[src/inc/req_stream_pkg.sv]
// Constants and types for the completer request stream framer
package req_stream_pkg;
  //**********************************************************
  // Port geometry
  //**********************************************************
  localparam int DATA_W  = 128;
  localparam int DW_BEAT = 4;
  localparam int CNT_W   = 11;
  //**********************************************************
  // Descriptor fields
  //**********************************************************
  localparam int ADDR_DW_POS = 2;
  localparam int DWCNT_POS   = 64;
  localparam int TYPE_POS    = 75;
  localparam logic [3:0] TYPE_MEM_RD = 4'h0;
  localparam logic [3:0] TYPE_MEM_WR = 4'h1;
  localparam logic [3:0] TYPE_IO_WR  = 4'h3;
  //**********************************************************
  // Register map
  //**********************************************************
  localparam logic [11:0] CTRL_OFS      = 12'h000;
  localparam logic [11:0] STATUS_OFS    = 12'h004;
  localparam int          CTRL_MODE_BIT = 0;
  localparam int          STAT_BUSY_BIT = 0;
  localparam int          STAT_CNT_POS  = 16;
  localparam logic        CTRL_MODE_RST = 1'b0;
  localparam logic [15:0] PKT_CNT_RST   = 16'h0000;

  typedef enum logic {MODE_DWORD, MODE_ADDR} placement_mode_t;

  typedef struct packed {
    logic [127:0] desc;
    logic [3:0]   first_dword_enables;
    logic [3:0]   last_dword_enables;
  } rx_req_t;

  typedef struct packed {
    logic        sop;
    logic [31:0] byte_en;
    logic [3:0]  last_dword_enables;
    logic [3:0]  first_dword_enables;
  } sideband_t;

  typedef struct packed {
    logic        psel;
    logic        penable;
    logic        pwrite;
    logic [11:0] paddr;
    logic [31:0] pwdata;
  } apb_req_t;
endpackage

[src/rtl/req_stream_framer.sv]
// Completer request stream framer, 128-bit port
`timescale 1ns/10ps
`default_nettype none
module req_stream_framer
  import req_stream_pkg::*;
(
  input  wire logic         i_sys_clk,                  // System clock
  input  wire logic         i_arst_n,                   // Async reset
  input  wire rx_req_t      i_rx_req,                   // Request header
  input  wire logic         i_rx_req_valid,             // Header valid
  output logic              o_rx_req_ready,             // Header taken
  input  wire logic [127:0] i_rx_pay_data,              // Payload beat
  input  wire logic         i_rx_pay_valid,             // Payload valid
  output logic              o_rx_pay_ready,             // Payload taken
  output logic [127:0]      o_req_stream_data,          // Stream data
  output logic              o_req_stream_valid,         // Stream valid
  input  wire logic         i_req_stream_ready,         // Client ready
  output logic [3:0]        o_req_stream_dword_keep,    // Dword keep
  output logic              o_req_stream_end_of_packet, // Last beat
  output sideband_t         o_req_stream_sideband,      // Sideband
  input  wire apb_req_t     i_apb,                      // APB request
  output logic [31:0]       o_prdata,                   // APB read data
  output logic              o_pready,                   // APB ready
  output logic              o_pslverr                   // APB error
);
  typedef enum logic {ST_IDLE, ST_PAY} state_t;

  //**********************************************************
  // Helpers
  //**********************************************************
  function automatic logic [3:0] dw_enables(
    input logic [10:0] g,
    input logic [10:0] total,
    input logic [3:0]  fbe,
    input logic [3:0]  lbe
  );
    logic [3:0] r;
    r = 4'hF;
    if (g == 11'h000)
      r = fbe;
    else if (g == total - 11'h001)
      r = lbe;
    return r;
  endfunction

  function automatic logic contig(input logic [3:0] be);
    logic [4:0] s;
    s = {1'b0, be} + {1'b0, be & (~be + 4'h1)};
    return (({1'b0, be} & s) == 5'h00);
  endfunction

  state_t            state;
  placement_mode_t   mode;
  logic              out_load;
  logic              desc_go;
  logic              pay_go;
  logic              need_in;
  logic              pay_last;
  logic              first_pay;
  logic [10:0]       total;
  logic [10:0]       sent;
  logic [10:0]       next_sent;
  logic [1:0]        off;
  logic [3:0]        fbe;
  logic [3:0]        lbe;
  logic [95:0]       carry;
  logic [127:0]      next_data;
  logic [3:0]        next_keep;
  logic [15:0]       next_be;
  logic [3:0]        rq_type;
  logic [10:0]       rq_cnt;
  logic              rq_pay;
  logic [15:0]       pkt_cnt;

  //**********************************************************
  // Register file
  //**********************************************************
  req_stream_regs u_regs (
    .i_sys_clk (i_sys_clk),
    .i_arst_n  (i_arst_n),
    .i_apb     (i_apb),
    .o_prdata  (o_prdata),
    .o_pready  (o_pready),
    .o_pslverr (o_pslverr),
    .i_busy    ((state != ST_IDLE) || o_req_stream_valid),
    .i_pkt_cnt (pkt_cnt),
    .o_mode    (mode)
  );

  //**********************************************************
  // Request decode
  //**********************************************************
  assign rq_type = i_rx_req.desc[TYPE_POS +: 4];
  assign rq_pay  = (rq_type == TYPE_MEM_WR) || (rq_type == TYPE_IO_WR);
  assign rq_cnt  = (rq_type == TYPE_IO_WR) ? 11'h001 :
                   i_rx_req.desc[DWCNT_POS +: CNT_W];

  // Output stage loads when empty or beat accepted
  assign out_load = !o_req_stream_valid || i_req_stream_ready;

  assign o_rx_req_ready = (state == ST_IDLE) && out_load;
  assign desc_go        = o_rx_req_ready && i_rx_req_valid;

  //**********************************************************
  // Payload beat assembly
  //**********************************************************
  always_comb begin
    logic [1:0]  gap;
    logic [10:0] g;
    logic [10:0] left;
    logic [10:0] avail;
    g         = 11'h000;
    left      = 11'h000;
    avail     = 11'h000;
    gap       = first_pay ? off : 2'h0;
    next_data = '0;
    next_keep = 4'h0;
    next_be   = 16'h0000;
    for (int p = 0; p < DW_BEAT; p++) begin
      g = sent + 11'(p) - {9'h000, gap};
      if (p < int'(gap)) begin
        next_keep[p] = 1'b1;
      end else if (g < total) begin
        next_keep[p] = 1'b1;
        if (p < int'(off))
          next_data[p*32 +: 32] = carry[p*32 +: 32];
        else
          next_data[p*32 +: 32] =
            i_rx_pay_data[(p - int'(off))*32 +: 32];
        next_be[p*4 +: 4] = dw_enables(g, total, fbe, lbe);
      end
    end
    left      = total - sent;
    avail     = 11'(DW_BEAT) - {9'h000, gap};
    next_sent = sent + ((left < avail) ? left : avail);
  end

  assign pay_last = next_sent == total;
  assign need_in  = first_pay || ((total - sent) > {9'h000, off});
  assign o_rx_pay_ready = (state == ST_PAY) && out_load && need_in;
  assign pay_go = (state == ST_PAY) && out_load &&
                  (!need_in || i_rx_pay_valid);

  //**********************************************************
  // Sequencing
  //**********************************************************
  always_ff @(posedge i_sys_clk or negedge i_arst_n) begin
    if (!i_arst_n) begin
      state     <= ST_IDLE;
      total     <= 11'h000;
      sent      <= 11'h000;
      off       <= 2'h0;
      first_pay <= 1'b0;
      fbe       <= 4'h0;
      lbe       <= 4'h0;
    end else if (desc_go) begin
      total     <= rq_cnt;
      sent      <= 11'h000;
      first_pay <= 1'b1;
      fbe       <= i_rx_req.first_dword_enables;
      lbe       <= i_rx_req.last_dword_enables;
      off       <= (mode == MODE_ADDR) ?
                   i_rx_req.desc[ADDR_DW_POS +: 2] : 2'h0;
      if (rq_pay)
        state <= ST_PAY;
    end else if (pay_go) begin
      sent      <= next_sent;
      first_pay <= 1'b0;
      if (pay_last)
        state <= ST_IDLE;
    end
  end

  always_ff @(posedge i_sys_clk or negedge i_arst_n) begin
    if (!i_arst_n)
      carry <= 96'h0;
    else if (pay_go && need_in)
      carry <= 96'(i_rx_pay_data >> (32 * (DW_BEAT - int'(off))));
  end

  //**********************************************************
  // Output stage
  //**********************************************************
  always_ff @(posedge i_sys_clk or negedge i_arst_n) begin
    if (!i_arst_n) begin
      o_req_stream_valid         <= 1'b0;
      o_req_stream_data          <= '0;
      o_req_stream_dword_keep    <= 4'h0;
      o_req_stream_end_of_packet <= 1'b0;
      o_req_stream_sideband      <= '0;
    end else if (out_load) begin
      o_req_stream_valid <= desc_go || pay_go;
      if (desc_go) begin
        o_req_stream_data          <= i_rx_req.desc;
        o_req_stream_dword_keep    <= 4'hF;
        o_req_stream_end_of_packet <= !rq_pay;
        o_req_stream_sideband.sop  <= 1'b1;
        o_req_stream_sideband.byte_en <= 32'h0000_0000;
        o_req_stream_sideband.first_dword_enables <=
          i_rx_req.first_dword_enables;
        o_req_stream_sideband.last_dword_enables <=
          i_rx_req.last_dword_enables;
      end else if (pay_go) begin
        o_req_stream_data          <= next_data;
        o_req_stream_dword_keep    <= next_keep;
        o_req_stream_end_of_packet <= pay_last;
        o_req_stream_sideband.sop  <= 1'b0;
        o_req_stream_sideband.byte_en <= {16'h0000, next_be};
        o_req_stream_sideband.first_dword_enables <= 4'h0;
        o_req_stream_sideband.last_dword_enables  <= 4'h0;
      end
    end
  end

  always_ff @(posedge i_sys_clk or negedge i_arst_n) begin
    if (!i_arst_n)
      pkt_cnt <= PKT_CNT_RST;
    else if (o_req_stream_valid && i_req_stream_ready &&
             o_req_stream_end_of_packet)
      pkt_cnt <= pkt_cnt + 16'h0001;
  end
endmodule
`default_nettype wire

[src/rtl/req_stream_regs.sv]
// APB register file for the request stream framer
`timescale 1ns/10ps
`default_nettype none
module req_stream_regs
  import req_stream_pkg::*;
(
  input  wire logic            i_sys_clk,  // System clock
  input  wire logic            i_arst_n,   // Async reset
  input  wire apb_req_t        i_apb,      // APB request
  output logic [31:0]          o_prdata,   // Read data
  output logic                 o_pready,   // Transfer done
  output logic                 o_pslverr,  // Unmapped address
  input  wire logic            i_busy,     // Framer busy
  input  wire logic [15:0]     i_pkt_cnt,  // Packets delivered
  output placement_mode_t      o_mode      // Placement mode
);
  logic access;
  logic hit_ctrl;
  logic hit_stat;

  assign access   = i_apb.psel && i_apb.penable;
  assign hit_ctrl = i_apb.paddr == CTRL_OFS;
  assign hit_stat = i_apb.paddr == STATUS_OFS;

  //**********************************************************
  // One wait state, answer from flops
  //**********************************************************
  always_ff @(posedge i_sys_clk or negedge i_arst_n) begin
    if (!i_arst_n) begin
      o_pready  <= 1'b0;
      o_pslverr <= 1'b0;
      o_prdata  <= 32'h0000_0000;
    end else begin
      o_pready  <= access && !o_pready;
      o_pslverr <= access && !o_pready && !hit_ctrl && !hit_stat;
      o_prdata  <= 32'h0000_0000;
      if (access && !o_pready && !i_apb.pwrite) begin
        if (hit_ctrl)
          o_prdata[CTRL_MODE_BIT] <= o_mode;
        if (hit_stat) begin
          o_prdata[STAT_BUSY_BIT]       <= i_busy;
          o_prdata[STAT_CNT_POS +: 16]  <= i_pkt_cnt;
        end
      end
    end
  end

  always_ff @(posedge i_sys_clk or negedge i_arst_n) begin
    if (!i_arst_n)
      o_mode <= placement_mode_t'(CTRL_MODE_RST);
    else if (access && o_pready && i_apb.pwrite && hit_ctrl)
      o_mode <= placement_mode_t'(i_apb.pwdata[CTRL_MODE_BIT]);
  end
endmodule
`default_nettype wire
[config.mk]
export PLATFORM = sky130hd
export DESIGN_NAME = req_stream_framer
export DESIGN_NICKNAME = d
export VERILOG_FILES = /design/src/inc/req_stream_pkg.sv /design/src/rtl/req_stream_framer.sv /design/src/rtl/req_stream_regs.sv
export SDC_FILE = /design/constraint.sdc
export NUM_CORES = 1
export LEC_CHECK = 0
export BUFFER_PORTS_ARGS = -buffer_cell sky130_fd_sc_hd__buf_2
export CAP_MARGIN = 15
export CORE_UTILIZATION = 50
export DETAILED_ROUTE_END_ITERATION = 6
export GPL_ROUTABILITY_DRIVEN = 0
export PLACE_DENSITY = 0.81
export SYNTH_ARGS = -nofsm -noshare
export SYNTH_HDL_FRONTEND = slang
export SYNTH_HIERARCHICAL = 1
export SYNTH_SLANG_ARGS = --single-unit
[constraint.sdc]
create_clock -name i_sys_clk -period 5.3 [get_ports i_sys_clk]
set_input_delay 1.06 -clock i_sys_clk [delete_from_list [all_inputs] [get_ports i_sys_clk]]
set_output_delay 1.06 -clock i_sys_clk [all_outputs]
set_load 0.02 [all_outputs]
==> run metrics, run 1 <==
initial core utilization=50.6%; Max Cap Viol=0; Setup Skew=0.0320 ns; Sequential Area=8140 µm²; final std cells w/o fill=3599; CP Cell Sequence=inv_2, ha_1, inv_1, fa_2, a211oi_4, or2_1, a31oi_1, o31a_1, nor4_4, nand3_2, a21oi_1, buf_4, ha_1, a211oi_1, a21o_1, a21oi_1, a21o_1, a21oi_1, xnor2_1, nor3_2, a311o_1; initial antenna violation count=29; Worst Path Max Fanout=5; CP bufs+invs=3; die height=216 µm; core footprint=45300 µm²; final-report hold violation count=0; crit path DAT=5.51 ns; Yosys warnings=6; combinational fraction of design power=62.6%; Setup Crit Path Kind=flop to flop; Cell Area, Synth=22900 µm²; Multi-input gate area=13600 µm²; Setup violations, final=0; H-tree depth=2; fmax=0.197 GHz; vias in the first global route=21500; fill count=3876; most instantiated library cell after synthesis=nand2_1; Port Buffers=464; CTS Buf Count=37; Sw Share=48.0%; Crit. End Element=flop; PwrDens=679 nW/µm²; EDFF count, synth=0; routed vias=22600; CP max-delay cell=dfrtp_1; main area contributors after synthesis=dfrtp_1, mux2i_1, nand2_1; Final Worst Setup Slack=0.223 ns; die area=46700 µm²; clock slew at reported path FFs=0.06 ns; placed cells=3511; Syn Inst Count=2580; Most Frequent Cell on Critical Path=a21oi_1; status=complete, no violations; Post-synth ARST share=100%; routed len/inst=22.6 µm; total power=18.4 mW; clock sink count=325; Max IR drop VDD=411 µV; Final nets=3372; Setup TNS Final=0 ns; post-synthesis sequential area ratio=35.5%; Netlist cell types=84; WP data required=5.74 ns; Top FF cell, synth=dfrtp_1; area share of the largest cell type after synthesis=35.5%; share of cells above drive strength 1=23.4%; Avg Vias per Cell=6.27; cts hold-fix bufs=0; Tmin final=5.08 ns; Max clock buf depth=3; Die W=216 µm; DP Wirelength=58.5 mm; Reg2Reg Setup Slack=0.22 ns; CTS tree=yes; Final Slew Violations=0; leakage=13.4 nW; Overflow after GRT=0; part of the cycle the worst path needs=95.8%; drt first pass iters=7; P_int=9.58 mW; row count=78; Reg power frac=22.5%; Synth area leader=dfrtp_1; GR Util All Layers=34.0%; Ports=527; first-pass GRT wire length=124 mm; switching pwr=8.85 mW; # DRC=0; final wirelength=81.3 mm; synth cell count leaders=nand2_1, dfrtp_1, nand3_1, mux2i_1, clkbuf_1; largest net degree at the start of global routing=193; Startpoint Class=flop; Root Driver=clkbuf_16; clock network power share=15.0%; post-route antenna net violation count=0; Worst-Margin Slew=1.22 ns; worst hold path type=flop to flop; Setup WS pre-CTS=0.0164 ns; Detailed Route Iter0 Violations=2677; Mapped Avg Cell Area=8.89 µm²; Synth-to-Final Area Change=18.4%; Seq cells post-synth=325; CP peak stage delay=0.39 ns; relative slew slack=18.6%; clock latency on the worst-skew pair=0.58 ns; CP delay by family, top=compound AO/OA/AOI/OAI gates; Final Util=59.9%
==> what timing repair did <==
action,in CTS,in global routing
setup endpoints to repair,1,3
setup buffers,0,1
resized for setup,2,16
pin swaps,0,7
==> worst reg2reg max path, delay by kind of cell, from the launching register on <==
kind,cells,cell delay [ns]
DFF,1,0.39
AOI/OAI and AO/OA,10,2.51
and+or+nand+nor,4,0.69
buffers and inverters,3,0.33
adders and majority gates,3,0.81
xor gates and xnor gates,1,0.19
==> power by group through the flow <==
stage / Clock, mW / Sequential, mW / Combinational [mW]
finish: 2.76 / 4.14 / 11.5
CTS: 2.78 / 4.11 / 11.2
global placement: 0 / 4.08 / 10.7
global route: 2.88 / 4.22 / 12.4
detailed placement: 0 / 4.13 / 11.1
floorplan: 0 / 4.64 / 7.27
==> flip-flops by register name (all words and copies together), names as in the netlist <==
register and cells:
u_regs/o_pready 1, o_req_stream_data 128, off 2, o_req_stream_sideband 25
pkt_cnt 16, sent 11, u_regs/o_pslverr 1, carry 96
o_req_stream_dword_keep 4, o_req_stream_end_of_packet 1, u_regs/o_mode 1, fbe 4
o_req_stream_valid 1, lbe 4, u_regs/o_prdata 17, total 11
first_pay 1, state 1
==> routing by layer <==
layer | share of wire, % | wire, µm | GRT usage, %
met1 | 38 | 30600 | 44.1
met2 | 45 | 36800 | 52.4
met3 | 12 | 9410 | 9.25
met4 | 5.5 | 4470 | 17.0
met5 | 0.12 | 100 | 0
==> final cells by class <==
| cell class | count | area share [%] |
|---|---|---|
| Inverter | 141 | 1.95 |
| Clock buffer | 44 | 3.66 |
| Antenna cell | 22 | 0.203 |
| Clock inverter | 21 | 1.02 |
| Timing Repair Buffer | 513 | 10.3 |
| Tap cell | 600 | 2.77 |
| Sequential cell | 325 | 30.0 |
| Multi-Input combinational cell | 1933 | 50.1 |
==> per-stage QoR <==
step,hold slack [ns],cell area [µm²]
after floorplan,0.445,23100
after global placement,0.453,25700
after detailed placement,0.462,25700
after CTS,0.478,27000
after global routing,0.496,27100
final,0.475,27100
==> worst paths after layout <==
check / endpoint / depth (start not counted) / startpoint
max in group asynchronous: o_req_stream_data[106]$_DFFE_PN0P_ / 2 / i_arst_n
setup reg to reg: o_req_stream_end_of_packet$_DFFE_PN0P_ / 21 / total[0]$_DFFE_PN0P_
hold / removal: carry[64]$_DFFE_PN0P_ / 2 / carry[64]$_DFFE_PN0P_
min in group asynchronous: o_req_stream_data[38]$_DFFE_PN0P_ / 1 / i_arst_n
hold reg to reg: carry[64]$_DFFE_PN0P_ / 2 / carry[64]$_DFFE_PN0P_
setup / recovery: o_req_stream_end_of_packet$_DFFE_PN0P_ / 21 / total[0]$_DFFE_PN0P_
==> layout by cell type (no fill, tap or decap), types with 14 or more instances in the layout <==
cell       count
nand4_1       42
a22oi_1       33
a21oi_1       69
xor2_1        31
nand3_1      259
o2111ai_1     34
dfrtp_1      324
nor3_1        28
inv_1        138
conb_1        38
clkbuf_16     37
nor4_1        15
buf_2        463
nor2_1        63
mux2i_1      196
nor2b_1       17
ha_1          97
o21ai_0      143
buf_4         42
diode_2       22
nand2_1      387
nand2b_1      14
xnor2_1       69
o31ai_1      104
mux2_2        35
mux4_2        32
==> cells by family after synthesis <==
kind of cell	count (synthesis)	share of synthesized area [%]
other	2	0.0328
DFF	325	35.5
buffers and inverters	358	6.46
xor gates and xnor gates	115	5.24
AOI/OAI and AO/OA	504	14.4
adders and majority gates	105	5.93
muxes	263	13.4
and+or+nand+nor	908	19.0
Power figures use the tool's default switching activity.
==> run 2: changes to the inputs <==
--- a/config.mk
+++ b/config.mk
@@ -8,4 +8,5 @@
 export BUFFER_PORTS_ARGS = -buffer_cell sky130_fd_sc_hd__buf_2
 export CAP_MARGIN = 15
+export CORE_MARGIN = 5
 export CORE_UTILIZATION = 50
 export DETAILED_ROUTE_END_ITERATION = 6
==> constraint.sdc (replaced) <==
create_clock -name i_sys_clk -period 5.3 [get_ports i_sys_clk]
set_input_delay 0.53 -clock i_sys_clk [delete_from_list [all_inputs] [get_ports i_sys_clk]]
set_output_delay 0.53 -clock i_sys_clk [all_outputs]
set_load 0.02 [all_outputs]
==> run 2 against run 1 <==
  * The flow now finishes with violations (hold timing)
  * First-iteration DRC count is 17% higher
  * Power is 0.89% higher
  * Final cell count stayed put
  * Utilization is 0.16 points higher
==> run metrics, run 2 (synthesis results as in run 1) <==
status=complete, but fails checks; failing checks=hold timing; worst hold path type=input port to async pin; CTS tree=yes; Largest regs=o_req_stream_data (128), carry (96), o_req_stream_sideband (25); Final Slew Violations=0; relative slew slack=19.9%; WP data required=5.72 ns; commonest non-fill, non-tap cell in the layout=buf_2; Setup Skew=0.0324 ns; GRT met2 Usage=50.5%; clock latency on the worst-skew pair=0.56 ns; share of cells above drive strength 1=23.4%; Critical R2R Launch=total[0]$_DFFE_PN0P_; clock slew at reported path FFs=0.06 ns; final-report hold violation count=1; cts hold-fix bufs=0; Avg Vias per Cell=6.36; part of the cycle the worst path needs=96.5%; GR Util All Layers=31.8%; Largest register FFs=128; met1 GRT Util=41.8%; Root Driver=clkbuf_16; routed len/inst=23.4 µm; Max Cap Viol=0; Overflow after GRT=0; combinational fraction of design power=62.3%; Ports=527; first-pass GRT wire length=128 mm; Die W=224 µm; Reg power frac=22.3%; DP Wirelength=61.3 mm; vias in the first global route=22200; Startpoint Class=flop; Final Cell Area=27300 µm²; grt met3 use=8.10%; fmax=0.196 GHz; post-route antenna net violation count=0; core footprint=45400 µm²; drt first pass iters=6; row count=78; Max IR drop VDD=406 µV; H-tree depth=2; final wirelength=84.3 mm; switching pwr=8.84 mW; Tmin final=5.11 ns; die area=50200 µm²; most frequent cells in the layout=buf_2, nand2_1, dfrtp_1; busiest metal layer after global routing=met2; Setup violations, final=0; Worst Path Max Fanout=5; largest net degree at the start of global routing=193; Final nets=3373; initial core utilization=50.5%; Synth-to-Final Area Change=18.9%; Max clock buf depth=3; Sw Share=47.5%; placed standard-cell area=25800 µm²; die height=224 µm; Hold Slack=-0.00161 ns; clock network power share=15.4%; Worst-Margin Slew=1.20 ns; Crit. End Element=flop; CP Launch Point=total[0]$_DFFE_PN0P_; Setup Crit Path Kind=flop to flop; PwrDens=682 nW/µm²; Top reg by flops=o_req_stream_data; leakage=13.5 nW; clock sink count=325; Detailed Route Iter0 Violations=3143; CTS Buf Count=39; routed vias=22900; crit path DAT=5.53 ns; initial antenna violation count=27; # DRC=0; P_int=9.75 mW; Port Buffers=464
run 2: layout make-up:
type                            count  area (µm²)
Sequential cell                   325        8140
Fill cell                        3766       18100
Antenna cell                       20        50.0
Tap cell                          600         751
Clock inverter                     15         259
Inverter                          141         531
Timing Repair Buffer              512        2840
Clock buffer                       53        1100
Multi-Input combinational cell   1933       13600
run 2: worst paths after layout:
| path | endpoint | slack (ns) | cells after the start |
|---|---|---|---|
| min in group i_sys_clk | o_req_stream_data[96]$_DFFE_PN0P_ | 0.18 | 3 |
| hold / removal | o_req_stream_data[32]$_DFFE_PN0P_ | -0.002 | 1 |
| max in group asynchronous | carry[28]$_DFFE_PN0P_ | 3.91 | 2 |
| hold reg to reg | carry[74]$_DFFE_PN0P_ | 0.48 | 2 |
| setup reg to reg | o_req_stream_end_of_packet$_DFFE_PN0P_ | 0.19 | 23 |
| setup / recovery | o_req_stream_end_of_packet$_DFFE_PN0P_ | 0.19 | 23 |
run 2: critical path: stages, from the launching register on:
cell       delay [ns]
dfrtp_1          0.38
inv_1            0.11
ha_1             0.18
inv_1            0.06
fa_2             0.37
a211oi_2         0.36
or2_1            0.16
a31oi_1          0.09
o31a_1           0.29
nor4_4           0.30
nand3_2          0.16
o21ai_1          0.19
ha_1             0.20
inv_1            0.07
fa_1             0.45
nor2b_2          0.17
o2111ai_2        0.15
buf_4            0.19
a21oi_2          0.18
nor2_1           0.09
and3_1           0.18
o2111ai_2        0.21
nor3_2           0.07
a311o_1          0.36
run 2: timing repair:
item / in CTS / in global routing
pin swaps: 0 / 3
buffers inserted: 0 / 1
endpoints found under the setup margin: 2 / 2
gates resized for setup: 1 / 15
run 2: stage by stage:
| step | power (mW) | utilization (%) | setup TNS (ns) | instances | setup slack (ns) |
|---|---|---|---|---|---|
| global route | 19.6 | 60.1 | -0.281 | 3593 | -0.147 |
| finish | 18.6 | 60.1 | 0 | 3599 | 0.188 |
| global placement | 14.8 | 56.8 | 0 | 3510 | 0.275 |
| CTS | 18.2 | 59.8 | 0 | 3578 | 0.0685 |
| floorplan | 11.9 | - | 0 | 2616 | 0.495 |
| detailed placement | 15.3 | 56.8 | 0 | 3510 | 0.0357 |
run 2: power by group through the flow:
| stage | Combinational [mW] | Sequential [mW] | Clock [mW] |
|---|---|---|---|
| after floorplan | 7.27 | 4.64 | 0 |
| after global placement | 10.7 | 4.10 | 0 |
| after detailed placement | 11.1 | 4.13 | 0 |
| after CTS | 11.2 | 4.11 | 2.89 |
| after global routing | 12.4 | 4.22 | 2.99 |
| final | 11.6 | 4.14 | 2.87 |
run 2: layer usage:
layer	vias to the layer above	part of all wire, %
li1	9959	-
met1	11000	37
met2	1592	46
met3	313	12
met4	14	4.8
met5	-	0.12
